**config.mk**
```make
export PLATFORM = sky130hd
export DESIGN_NAME = mac_statistics_counters
export DESIGN_NICKNAME = d
export VERILOG_FILES = /design/src/inc/mac_stats_pkg.sv /design/src/logic/mac_statistics_counters.sv
export SDC_FILE = /design/constraint.sdc
export NUM_CORES = 1
export LEC_CHECK = 0
export BUFFER_PORTS_ARGS = -buffer_cell sky130_fd_sc_hd__clkbuf_2
export CORE_MARGIN = 2
export CORE_UTILIZATION = 55
export DETAILED_ROUTE_END_ITERATION = 12
export PLACE_DENSITY = 0.75
export SLEW_MARGIN = 40
export SYNTH_ARGS = -nofsm -noshare
export SYNTH_HDL_FRONTEND = slang
export SYNTH_SLANG_ARGS = --single-unit
```
**constraint.sdc**
```tcl
create_clock -name clk -period 4.7 [get_ports clk]
set_input_delay 0.47 -clock clk [delete_from_list [all_inputs] [get_ports clk]]
set_output_delay 0.47 -clock clk [all_outputs]
set_load 0.02 [all_outputs]
```
**src/inc/mac_stats_pkg.sv**
```systemverilog
// Constants for the MAC statistics counter register bank.
// Assumes an AHB-Lite slave port with 32-bit data, one word per register index.
// Functional notes
// [RULE_01] Setting the TX shadow bit freezes readable TX counters; live counters continue.
// [RULE_02] TX state bit 1 reads high while the TX shadow bit is set.
// [RULE_03] TX state bit 0 is a sticky flag for any TX counter parity error.
// [RULE_04] Writing one to TX control bit 1 clears the parity flag; it self-clears.
// [RULE_05] Writing one to TX control bit 0 clears all TX counters; it self-clears.
// [RULE_06] Upper TX control bits 31:3 and TX state bits 31:2 are reserved.
// [RULE_07] Scratch word is freely read and written and resets to 0x08.
// [RULE_08] Revision word is read only; writes are ignored.
// [RULE_09] Three read-only words hold a twelve-character identifier, four characters each.
// [RULE_10] Each 64-bit counter reads as low word then high word at the next index.
// [RULE_11] Good octet counter adds the 16-bit increment on each valid strobe.
// [RULE_12] Counters wrap to zero on overflow instead of saturating.
// [RULE_13] Frame size is destination plus source address, data and four CRC bytes.
// [RULE_14] With receive counters left out, every receive counter read returns zero.
// [RULE_15] Reading any statistics register never changes its value.
// [RULE_16] RX control register has a bit clearing all receive counters together.
// [RULE_17] RX control bit 2 freezes readable RX counters until software clears it.
// [RULE_18] Software should set the RX shadow bit before reading a consistent snapshot.
// [RULE_19] Reserved words between frame-start counter and revision read zero, ignore writes.
package mac_stats_pkg;

  // Register indices; byte address is four times the index
  localparam logic [11:0] IDX_TX_START_LO = 12'h0836;
  localparam logic [11:0] IDX_TX_START_HI = 12'h0837;
  localparam logic [11:0] IDX_RSVD_FIRST = 12'h0838;
  localparam logic [11:0] IDX_RSVD_LAST = 12'h083F;
  localparam logic [11:0] IDX_REVISION = 12'h0840;
  localparam logic [11:0] IDX_SCRATCH = 12'h0841;
  localparam logic [11:0] IDX_IDENT0 = 12'h0842;
  localparam logic [11:0] IDX_IDENT1 = 12'h0843;
  localparam logic [11:0] IDX_IDENT2 = 12'h0844;
  localparam logic [11:0] IDX_TX_CONTROL = 12'h0845;
  localparam logic [11:0] IDX_TX_STATE = 12'h0846;
  localparam logic [11:0] IDX_INT_STATUS = 12'h0850;
  localparam logic [11:0] IDX_INT_MASK = 12'h0851;
  localparam logic [11:0] IDX_TX_OCTETS_LO = 12'h0860;
  localparam logic [11:0] IDX_TX_OCTETS_HI = 12'h0861;
  localparam logic [11:0] IDX_RX_FRAG_LO = 12'h0900;
  localparam logic [11:0] IDX_RX_FRAG_HI = 12'h0901;
  localparam logic [11:0] IDX_RX_FCS_LO = 12'h0904;
  localparam logic [11:0] IDX_RX_FCS_HI = 12'h0905;
  localparam logic [11:0] IDX_RX_64B_LO = 12'h0916;
  localparam logic [11:0] IDX_RX_64B_HI = 12'h0917;
  localparam logic [11:0] IDX_RX_CONTROL = 12'h0945;

  // Control and state bit positions
  localparam int BIT_CLEAR_ALL = 0;
  localparam int BIT_PARITY_CLEAR = 1;
  localparam int BIT_SHADOW = 2;
  localparam int BIT_PARITY_ERR = 0;
  localparam int BIT_FROZEN = 1;
  localparam int INT_PARITY = 0;
  localparam int INT_WRAP = 1;
  localparam int INT_BITS = 2;

  // Counter slots
  localparam int CNT_TX_START = 0;
  localparam int CNT_TX_OCTETS = 1;
  localparam int CNT_RX_FRAG = 2;
  localparam int CNT_RX_FCS = 3;
  localparam int CNT_RX_64B = 4;
  localparam int NUM_TX_CNT = 2;
  localparam int NUM_CNT = 5;

  // Frame size accounting
  localparam logic [16:0] ADDR_BYTES = 17'h0_0006;
  localparam logic [16:0] CRC_BYTES = 17'h0_0004;
  localparam logic [16:0] MIN_FRAME = 17'h0_0040;

  localparam logic [31:0] SCRATCH_RESET = 32'h0000_0008;
  localparam logic [31:0] WORD_ZERO = 32'h0000_0000;
  localparam logic [1:0] HTRANS_NONSEQ = 2'b10;

endpackage

```
**src/logic/mac_statistics_counters.sv**
```systemverilog
// Statistics counter register bank with an AHB-Lite slave port.
// Assumes datapath strobes are synchronous to clk and each lasts one cycle per event.
//
// The AHB-Lite interface to the registers was chosen for this implementation.
`timescale 1ns/1ps
module mac_statistics_counters #(
  parameter bit RX_STATS_EN = 1'b1,                    // Build receive counters
  parameter logic [31:0] REVISION = 32'h0000_0001,     // Arbitrary value
  parameter logic [31:0] IDENT0 = 32'h5354_4131,       // Arbitrary value
  parameter logic [31:0] IDENT1 = 32'h5354_4132,       // Arbitrary value
  parameter logic [31:0] IDENT2 = 32'h5354_4133,       // Arbitrary value
  parameter int LEN_W = 16                             // Receive data length width
) (
  input wire logic clk,                                // Clock, 250 MHz
  input wire logic arst_n,                             // Async reset, active low
  input wire logic hsel,                               // Slave select
  input wire logic [31:0] haddr,                       // Byte address
  input wire logic [1:0] htrans,                       // Transfer type
  input wire logic hwrite,                             // Write when high
  input wire logic [2:0] hsize,                        // Transfer size
  input wire logic [31:0] hwdata,                      // Write data
  input wire logic hready,                             // Bus ready
  output logic hreadyout,                              // Slave ready
  output logic hresp,                                  // Always OKAY
  output logic [31:0] hrdata,                          // Read data
  input wire logic txFrameStart,                       // One transmitted frame start
  input wire logic [15:0] txGoodOctetIncrement,        // Good octets to add
  input wire logic txGoodOctetIncrementStrobe,         // Increment valid
  input wire logic rxFrameDone,                        // Received frame ended
  input wire logic [LEN_W-1:0] rxDataLen,              // Data bytes of that frame
  input wire logic rxFcsError,                         // That frame had FCS error
  output logic irq                                     // Interrupt, active high
);

  localparam int INT_BITS = mac_stats_pkg::INT_BITS;

  logic addrTake;
  logic dValid;
  logic dFirst;
  logic dWrite;
  logic [11:0] dIdx;
  logic doWrite;
  logic [31:0] scratch;
  logic txShadow;
  logic txClearAll;
  logic txParityClear;
  logic txParityErr;
  logic rxShadow;
  logic rxClearAll;
  logic [INT_BITS-1:0] intStatus;
  logic [INT_BITS-1:0] intMask;
  logic [63:0] cnt [mac_stats_pkg::NUM_CNT];
  logic [63:0] snap [mac_stats_pkg::NUM_CNT];
  logic [63:0] view [mac_stats_pkg::NUM_CNT];
  logic [63:0] inc [mac_stats_pkg::NUM_CNT];
  logic par [mac_stats_pkg::NUM_CNT];
  logic [mac_stats_pkg::NUM_CNT-1:0] clr;
  logic [mac_stats_pkg::NUM_CNT-1:0] wrapHit;
  logic [mac_stats_pkg::NUM_CNT-1:0] parBad;
  logic [16:0] rxSize;
  logic parityEvent;
  logic wrapEvent;
  logic [31:0] next_hrdata;
  logic wrScratch;
  logic wrTxControl;
  logic wrRxControl;
  logic wrIntStatus;
  logic wrIntMask;
  logic rxShort;
  logic rxIsMin;

  assign hresp = 1'b0;
  // One wait state: read data is captured after any earlier write has landed
  assign hreadyout = ~dFirst;
  assign addrTake = hsel && htrans == mac_stats_pkg::HTRANS_NONSEQ && hready;
  assign doWrite = dValid && !dFirst && dWrite;
  // Write strobes per register, valid in the last data-phase cycle
  assign wrScratch = doWrite && dIdx == mac_stats_pkg::IDX_SCRATCH;
  assign wrTxControl = doWrite && dIdx == mac_stats_pkg::IDX_TX_CONTROL;
  assign wrRxControl = doWrite && dIdx == mac_stats_pkg::IDX_RX_CONTROL;
  assign wrIntStatus = doWrite && dIdx == mac_stats_pkg::IDX_INT_STATUS;
  assign wrIntMask = doWrite && dIdx == mac_stats_pkg::IDX_INT_MASK;

  // Address phase captured here; the data phase follows on later edges
  always_ff @(posedge clk or negedge arst_n) begin
    if (!arst_n) begin
      dValid <= 1'b0;
      dFirst <= 1'b0;
      dWrite <= 1'b0;
      dIdx <= 12'h000;
    end else if (addrTake) begin
      dValid <= 1'b1;
      dFirst <= 1'b1;
      dWrite <= hwrite;
      dIdx <= haddr[13:2];
    end else begin
      dFirst <= 1'b0;
      if (!dFirst) begin
        dValid <= 1'b0;
      end
    end
  end

  // [RULE_13] Frame size accounting
  // Destination and source address are six bytes each
  assign rxSize = 17'(rxDataLen) + mac_stats_pkg::ADDR_BYTES + mac_stats_pkg::ADDR_BYTES
                  + mac_stats_pkg::CRC_BYTES;
  assign rxShort = rxSize < mac_stats_pkg::MIN_FRAME;
  assign rxIsMin = rxSize == mac_stats_pkg::MIN_FRAME;

  always_comb begin
    inc[mac_stats_pkg::CNT_TX_START] = {63'd0, txFrameStart};
    // [RULE_11] Good octet increment
    inc[mac_stats_pkg::CNT_TX_OCTETS] = txGoodOctetIncrementStrobe
                                        ? {48'd0, txGoodOctetIncrement} : 64'd0;
    inc[mac_stats_pkg::CNT_RX_FRAG] = {63'd0, rxFrameDone && rxFcsError && rxShort};
    inc[mac_stats_pkg::CNT_RX_FCS] = {63'd0, rxFrameDone && rxFcsError};
    inc[mac_stats_pkg::CNT_RX_64B] = {63'd0, rxFrameDone && rxIsMin};
  end

  genvar g;
  generate
    for (g = 0; g < mac_stats_pkg::NUM_CNT; g++) begin : gCnt
      localparam bit IS_TX = g < mac_stats_pkg::NUM_TX_CNT;
      localparam bit BUILT = IS_TX || RX_STATS_EN;
      logic frozen;
      logic [64:0] sum;

      assign frozen = IS_TX ? txShadow : rxShadow;
      assign clr[g] = IS_TX ? txClearAll : rxClearAll;
      assign sum = {1'b0, cnt[g]} + {1'b0, inc[g]};
      // A clear in the same cycle takes precedence over a wrap
      assign wrapHit[g] = BUILT && !clr[g] && sum[64];
      // [RULE_03] Stored parity checked continuously
      assign parBad[g] = IS_TX && (^cnt[g] != par[g]);

      // [RULE_12] Wrap on overflow
      always_ff @(posedge clk or negedge arst_n) begin
        if (!arst_n) begin
          cnt[g] <= 64'd0;
          par[g] <= 1'b0;
        end else if (!BUILT || clr[g]) begin
          cnt[g] <= 64'd0;
          par[g] <= 1'b0;
        end else begin
          cnt[g] <= sum[63:0];
          par[g] <= ^sum[63:0];
        end
      end

      // [RULE_01] Snapshot tracks live value until frozen
      // Clear-all leaves a held snapshot untouched until release
      always_ff @(posedge clk or negedge arst_n) begin
        if (!arst_n) begin
          snap[g] <= 64'd0;
        end else if (!frozen) begin
          snap[g] <= cnt[g];
        end
      end

      // [RULE_17] Readable value held while shadowed
      assign view[g] = !BUILT ? 64'd0 : (frozen ? snap[g] : cnt[g]);
    end
  endgenerate

  assign parityEvent = |parBad;
  assign wrapEvent = |wrapHit;

  always_ff @(posedge clk or negedge arst_n) begin
    if (!arst_n) begin
      scratch <= mac_stats_pkg::SCRATCH_RESET;
    end else if (wrScratch) begin
      // [RULE_07] Scratch word
      scratch <= hwdata;
    end
  end

  always_ff @(posedge clk or negedge arst_n) begin
    if (!arst_n) begin
      txShadow <= 1'b0;
      txClearAll <= 1'b0;
      txParityClear <= 1'b0;
    end else if (wrTxControl) begin
      // [RULE_01] Shadow held until written back to zero
      txShadow <= hwdata[mac_stats_pkg::BIT_SHADOW];
      // [RULE_05] Clear-all pulse
      txClearAll <= hwdata[mac_stats_pkg::BIT_CLEAR_ALL];
      // [RULE_04] Parity clear pulse
      txParityClear <= hwdata[mac_stats_pkg::BIT_PARITY_CLEAR];
    end else begin
      // Self-clearing bits pulse for one cycle after the write
      txClearAll <= 1'b0;
      txParityClear <= 1'b0;
    end
  end

  always_ff @(posedge clk or negedge arst_n) begin
    if (!arst_n) begin
      rxShadow <= 1'b0;
      rxClearAll <= 1'b0;
    end else if (wrRxControl) begin
      // [RULE_17] Receive shadow bit
      rxShadow <= hwdata[mac_stats_pkg::BIT_SHADOW];
      // [RULE_16] Receive clear-all pulse
      rxClearAll <= hwdata[mac_stats_pkg::BIT_CLEAR_ALL];
    end else begin
      rxClearAll <= 1'b0;
    end
  end

  // [RULE_03] Sticky parity flag, detection wins over clear
  always_ff @(posedge clk or negedge arst_n) begin
    if (!arst_n) begin
      txParityErr <= 1'b0;
    end else if (parityEvent) begin
      txParityErr <= 1'b1;
    end else if (txParityClear) begin
      // [RULE_04] Cleared by control write
      txParityErr <= 1'b0;
    end
  end

  // Interrupt status: write one to clear, a new event wins
  always_ff @(posedge clk or negedge arst_n) begin
    if (!arst_n) begin
      intStatus <= '0;
    end else begin
      for (int i = 0; i < INT_BITS; i++) begin
        if ((i == mac_stats_pkg::INT_PARITY && parityEvent)
            || (i == mac_stats_pkg::INT_WRAP && wrapEvent)) begin
          intStatus[i] <= 1'b1;
        end else if (wrIntStatus && hwdata[i]) begin
          intStatus[i] <= 1'b0;
        end
      end
    end
  end

  always_ff @(posedge clk or negedge arst_n) begin
    if (!arst_n) begin
      intMask <= '0;
    end else if (wrIntMask) begin
      intMask <= hwdata[INT_BITS-1:0];
    end
  end

  // Registered so the pin is glitch free; one cycle behind status
  always_ff @(posedge clk or negedge arst_n) begin
    if (!arst_n) begin
      irq <= 1'b0;
    end else begin
      irq <= |(intStatus & intMask);
    end
  end

  // [RULE_15] Read path is a pure mux, no side effects
  always_comb begin
    next_hrdata = mac_stats_pkg::WORD_ZERO;
    case (dIdx)
      // [RULE_10] Low word at even index, high word next
      mac_stats_pkg::IDX_TX_START_LO: begin
        next_hrdata = view[mac_stats_pkg::CNT_TX_START][31:0];
      end
      mac_stats_pkg::IDX_TX_START_HI: begin
        next_hrdata = view[mac_stats_pkg::CNT_TX_START][63:32];
      end
      // [RULE_08] Read-only revision
      mac_stats_pkg::IDX_REVISION: begin
        next_hrdata = REVISION;
      end
      mac_stats_pkg::IDX_SCRATCH: begin
        next_hrdata = scratch;
      end
      // [RULE_09] Identifier string words
      mac_stats_pkg::IDX_IDENT0: begin
        next_hrdata = IDENT0;
      end
      mac_stats_pkg::IDX_IDENT1: begin
        next_hrdata = IDENT1;
      end
      mac_stats_pkg::IDX_IDENT2: begin
        next_hrdata = IDENT2;
      end
      // [RULE_06] Reserved bits read zero
      mac_stats_pkg::IDX_TX_CONTROL: begin
        next_hrdata[mac_stats_pkg::BIT_SHADOW] = txShadow;
        next_hrdata[mac_stats_pkg::BIT_PARITY_CLEAR] = txParityClear;
        next_hrdata[mac_stats_pkg::BIT_CLEAR_ALL] = txClearAll;
      end
      // [RULE_02] Frozen indication
      mac_stats_pkg::IDX_TX_STATE: begin
        next_hrdata[mac_stats_pkg::BIT_FROZEN] = txShadow;
        next_hrdata[mac_stats_pkg::BIT_PARITY_ERR] = txParityErr;
      end
      mac_stats_pkg::IDX_INT_STATUS: begin
        next_hrdata[INT_BITS-1:0] = intStatus;
      end
      mac_stats_pkg::IDX_INT_MASK: begin
        next_hrdata[INT_BITS-1:0] = intMask;
      end
      mac_stats_pkg::IDX_TX_OCTETS_LO: begin
        next_hrdata = view[mac_stats_pkg::CNT_TX_OCTETS][31:0];
      end
      mac_stats_pkg::IDX_TX_OCTETS_HI: begin
        next_hrdata = view[mac_stats_pkg::CNT_TX_OCTETS][63:32];
      end
      // [RULE_14] Receive views are zero when not built
      mac_stats_pkg::IDX_RX_FRAG_LO: begin
        next_hrdata = view[mac_stats_pkg::CNT_RX_FRAG][31:0];
      end
      mac_stats_pkg::IDX_RX_FRAG_HI: begin
        next_hrdata = view[mac_stats_pkg::CNT_RX_FRAG][63:32];
      end
      mac_stats_pkg::IDX_RX_FCS_LO: begin
        next_hrdata = view[mac_stats_pkg::CNT_RX_FCS][31:0];
      end
      mac_stats_pkg::IDX_RX_FCS_HI: begin
        next_hrdata = view[mac_stats_pkg::CNT_RX_FCS][63:32];
      end
      mac_stats_pkg::IDX_RX_64B_LO: begin
        next_hrdata = view[mac_stats_pkg::CNT_RX_64B][31:0];
      end
      mac_stats_pkg::IDX_RX_64B_HI: begin
        next_hrdata = view[mac_stats_pkg::CNT_RX_64B][63:32];
      end
      mac_stats_pkg::IDX_RX_CONTROL: begin
        next_hrdata[mac_stats_pkg::BIT_SHADOW] = rxShadow;
        next_hrdata[mac_stats_pkg::BIT_CLEAR_ALL] = rxClearAll;
      end
      // [RULE_19] Reserved block and unmapped words read zero
      default: begin
        next_hrdata = mac_stats_pkg::WORD_ZERO;
      end
    endcase
  end

  // Captured in the wait cycle so it stands until the next read
  always_ff @(posedge clk or negedge arst_n) begin
    if (!arst_n) begin
      hrdata <= mac_stats_pkg::WORD_ZERO;
    end else if (dFirst && !dWrite) begin
      hrdata <= next_hrdata;
    end
  end

endmodule

```
==> results.ini <==
[global_route]
grt_first_pass_wirelength_mm = 156
grt_max_degree = 128
grt_usage = 0.296
grt.overflow.total = 0
grt_pass1_vias = 26000
antenna_found_initial = 3

[clock_network]
cts_made_buffers = 78
clock-sinks = 732
post_cts_buffers = 0
clockBufferDepth = 3
cts.clk_slew.worst_paths_ns = 0.06
htree_levels = 3
insertion_delay_ns = 0.65
cts_root_buf = clkbuf_16
cts_tree = built

[sta]
tns_ns = 0
timing.fmax_mhz = 241
timing.final.hold_violations = 0
setup_viol = 0
slew_violations = 0
rsz0062_at_grt = false
max_slew_margin = 0.353
worst_pin_slew_ns = 0.970
finalHoldWorstSlack_ns = 0.0235
clock_skew_ns = 0.0331
post-route-period-util = 0.882
min_period_ns = 4.15

[worst_setup_path]
critPathMaxStageDelay_ns = 0.57
critPathRequiredTime_ns = 5.25
critical_path.cell_chain = ha_1, nand3_4, nor4_4, nand4bb_4, or4_1, or4_4, nor4b_4, mux2_1, mux2i_1, xnor2_1, xnor3_1, nor2_1
crit_path_max_fanout = 5
crit_slowest_cell = nor4_4
cp_top_family = simple AND/OR/NAND/NOR gates
setup.worst_path.class = flip-flop to flip-flop
cp_data_arrival_time_ns = 4.70
endpoint_kind = flip-flop
critPathBufInv = 0
start_kind = flip-flop

[detailed_routing]
num_vias = 26800
first_pass_iters = 6
drt.antenna.violating_nets = 0
viasPerCell = 6.00
first_iter_violations = 2344
drt-total-wl_mm = 102
drcViolationCount = 0
wl_per_cell_um = 22.9

[power_and_ir_drop]
p_per_area_nw_per_um2 = 440
intPower_mw = 12.8
combPwrFrac = 0.254
switching_share = 0.297
p_clk_frac = 0.361
p_leak_nw = 19.7
seq_power_share = 0.385
peakVddDrop_v = 0.000408
p_switching_mw = 5.41

[die]
io-pin-count = 145
core_area_um2 = 66000
start_util = 0.557
dieWidth_um = 262
dieArea_um2 = 68900
rows = 94
die_y_um = 262

[place]
routabilityCongestion = 0.905
dpl.hpwl_mm = 73.6
port_buffers = 120

[yosys]
ys_ff_latch = 732
synth.largest_area_cell = dfrtp_1
synth_fa_ha_area_frac = 0.0275
synth-main-ff-cell = dfrtp_1
synth_top_area_share = 0.498
synth_area_leaders = dfrtp_1 (50%), mux2_2 (10%), xnor2_1 (6.1%)
synth_seq_area_share = 0.499
synth-edff-count = 0
yosys.area_share.simple = 0.163
syn_avg_cell_area_um2 = 10.8
synth-async-reset-ratio = 1.00
synth_xor_area_frac = 0.118
synth-compound-area-share = 0.0678
synth_mux_area_frac = 0.106
ys_types = 80
syn-instance-count = 3414
synth_warnings = 0
syn_nets = 3604
synth_top_family_by_area = simple AND/OR/NAND/NOR gates
syn-cell-area_um2 = 36700

[finish]
drive_gt1_frac = 0.194
area_delta_synth_final_pct = 12.7
final_nets = 3731

[min_path]
min_path_type = input pin to flip-flop

[outcome]
status = completed

[run]
drv_cap = 0

## cell type report
class / instances / area, um2
Tap cell: 864 / 1080
Multi-Input combinational cell: 2501 / 17800
Timing Repair Buffer: 195 / 1330
Clock buffer: 114 / 2280
Antenna cell: 1 / 2.50
Fill cell: 5146 / 24600
Sequential cell: 732 / 18300
Clock inverter: 28 / 475
Inverter: 33 / 124
## worst register-to-register path: stages (launching register included)
cell and delay, ns:
dfrtp_1 0.45, ha_1 0.30, nand3_4 0.14, nor4_4 0.57
nand4bb_4 0.21, or4_1 0.56, or4_4 0.46, nor4b_4 0.34
mux2_1 0.35, mux2i_1 0.20, xnor2_1 0.15, xnor3_1 0.23
nor2_1 0.09
## flip-flops by register name, indices dropped and copies added, names as in the netlist, 12 cells and up
name and cells:
hrdata 32, scratch 32, dIdx 12, cnt 320, snap 320
## synthesized netlist by cell type (5+ instances only)
| cell | number |
|---|---|
| a21o_1 | 9 |
| nand3_1 | 130 |
| o211ai_1 | 5 |
| a21oi_1 | 79 |
| xnor2_1 | 255 |
| o21ai_0 | 84 |
| nand2b_1 | 40 |
| and2_1 | 33 |
| nor3_1 | 43 |
| buf_1 | 18 |
| xor2_1 | 193 |
| nor2_1 | 371 |
| a32oi_1 | 18 |
| and4_1 | 29 |
| and3_1 | 58 |
| clkbuf_1 | 126 |
| mux2_2 | 341 |
| nor4_1 | 16 |
| dfrtp_1 | 731 |
| a22o_1 | 37 |
| a221oi_1 | 14 |
| nor2b_1 | 23 |
| a21boi_0 | 20 |
| or3_1 | 45 |
| nand4_1 | 76 |
| a22oi_1 | 63 |
| a2111oi_0 | 7 |
| nand2_1 | 336 |
| xnor3_1 | 17 |
| mux2i_1 | 6 |
| ha_1 | 79 |
| a31oi_1 | 6 |
| inv_1 | 33 |
## metrics by stage
stage          total power [mW]  cells  area (um2)  setup slack (ns)   util
2_1_floorplan              10.4   3414       36700             0.571      -
3_3_place_gp               11.6   4319       38500             0.323  0.584
3_5_place_dp               11.7   4320       38600             0.237  0.585
4_1_cts                    18.3   4463       41300             0.572  0.627
5_1_grt                    18.9   4468       41400             0.345  0.628
6_report                   18.2   4468       41400             0.554  0.628
## cell usage in the layout (no fill, tap or decap), drive strengths merged, types with 6 or more instances in the layout
cell type    n
mux2i        6
a32oi       18
a22oi       63
and4        29
nor3        44
a221oi      15
mux2       342
nor2b       23
inv         38
bufinv       8
nand3      131
a31oi        6
xnor3       17
clkinv      11
xnor2      255
and2        35
buf         75
nand4       77
nand2b      40
ha          79
and3        58
nand2      336
nor2       371
a21boi      20
a2111oi      7
a22o        37
a21oi       79
dfrtp      731
or3         45
clkbuf     233
a21o         9
nor4        20
o21ai       86
xor2       193
## per-layer routing
| layer | part of all wire | wire, um | global-route usage | vias up |
|---|---|---|---|---|
| met2 | 0.42 | 43300 | 0.425 | 1049 |
| met4 | 0.044 | 4540 | 0.126 | 4 |
| met1 | 0.44 | 44600 | 0.420 | 13400 |
| li1 | - | - | - | 12200 |
| met3 | 0.095 | 9710 | 0.0841 | 203 |
| met5 | 0.0013 | 131 | 0.0125 | - |
## power groups by stage
stage               combinational (mW)  clock, mW  sequential (mW)
global placement                  4.52          0             7.11
finish                            4.63       6.56             7.02
floorplan                         3.43          0             6.95
CTS                               4.61       6.65             7.01
global route                      4.94       6.91             7.06
detailed placement                4.56          0             7.12
## kinds of logic after synthesis
| group | count (synthesis) |
|---|---|
| other cells | 1 |
| compound gates | 370 |
| flops | 732 |
| simple gates | 1236 |
| xor+xnor | 466 |
| buf+inv | 181 |
| fa+ha+maj | 80 |
| mux | 348 |
## timing repair
item | CTS | global route
hold endpoints to repair | 81 | 0
hold buffers | 1 | 0
gates resized for setup | 0 | 0
## final timing paths
| path | from | endpoint | slack, ns | cells after the start |
|---|---|---|---|---|
| max | cnt[256] | par[4] | 0.55 | 12 |
| min | haddr[5] | dIdx[3] | 0.02 | 3 |
| max reg2reg | cnt[256] | par[4] | 0.55 | 12 |
| min reg2reg | hrdata[3] | hrdata[3] | 0.47 | 2 |
| max in group asynchronous | arst_n | cnt[23] | 3.22 | 4 |
| min in group asynchronous | arst_n | cnt[200] | 0.26 | 2 |
No activity file was read; power rests on OpenSTA's default activity.
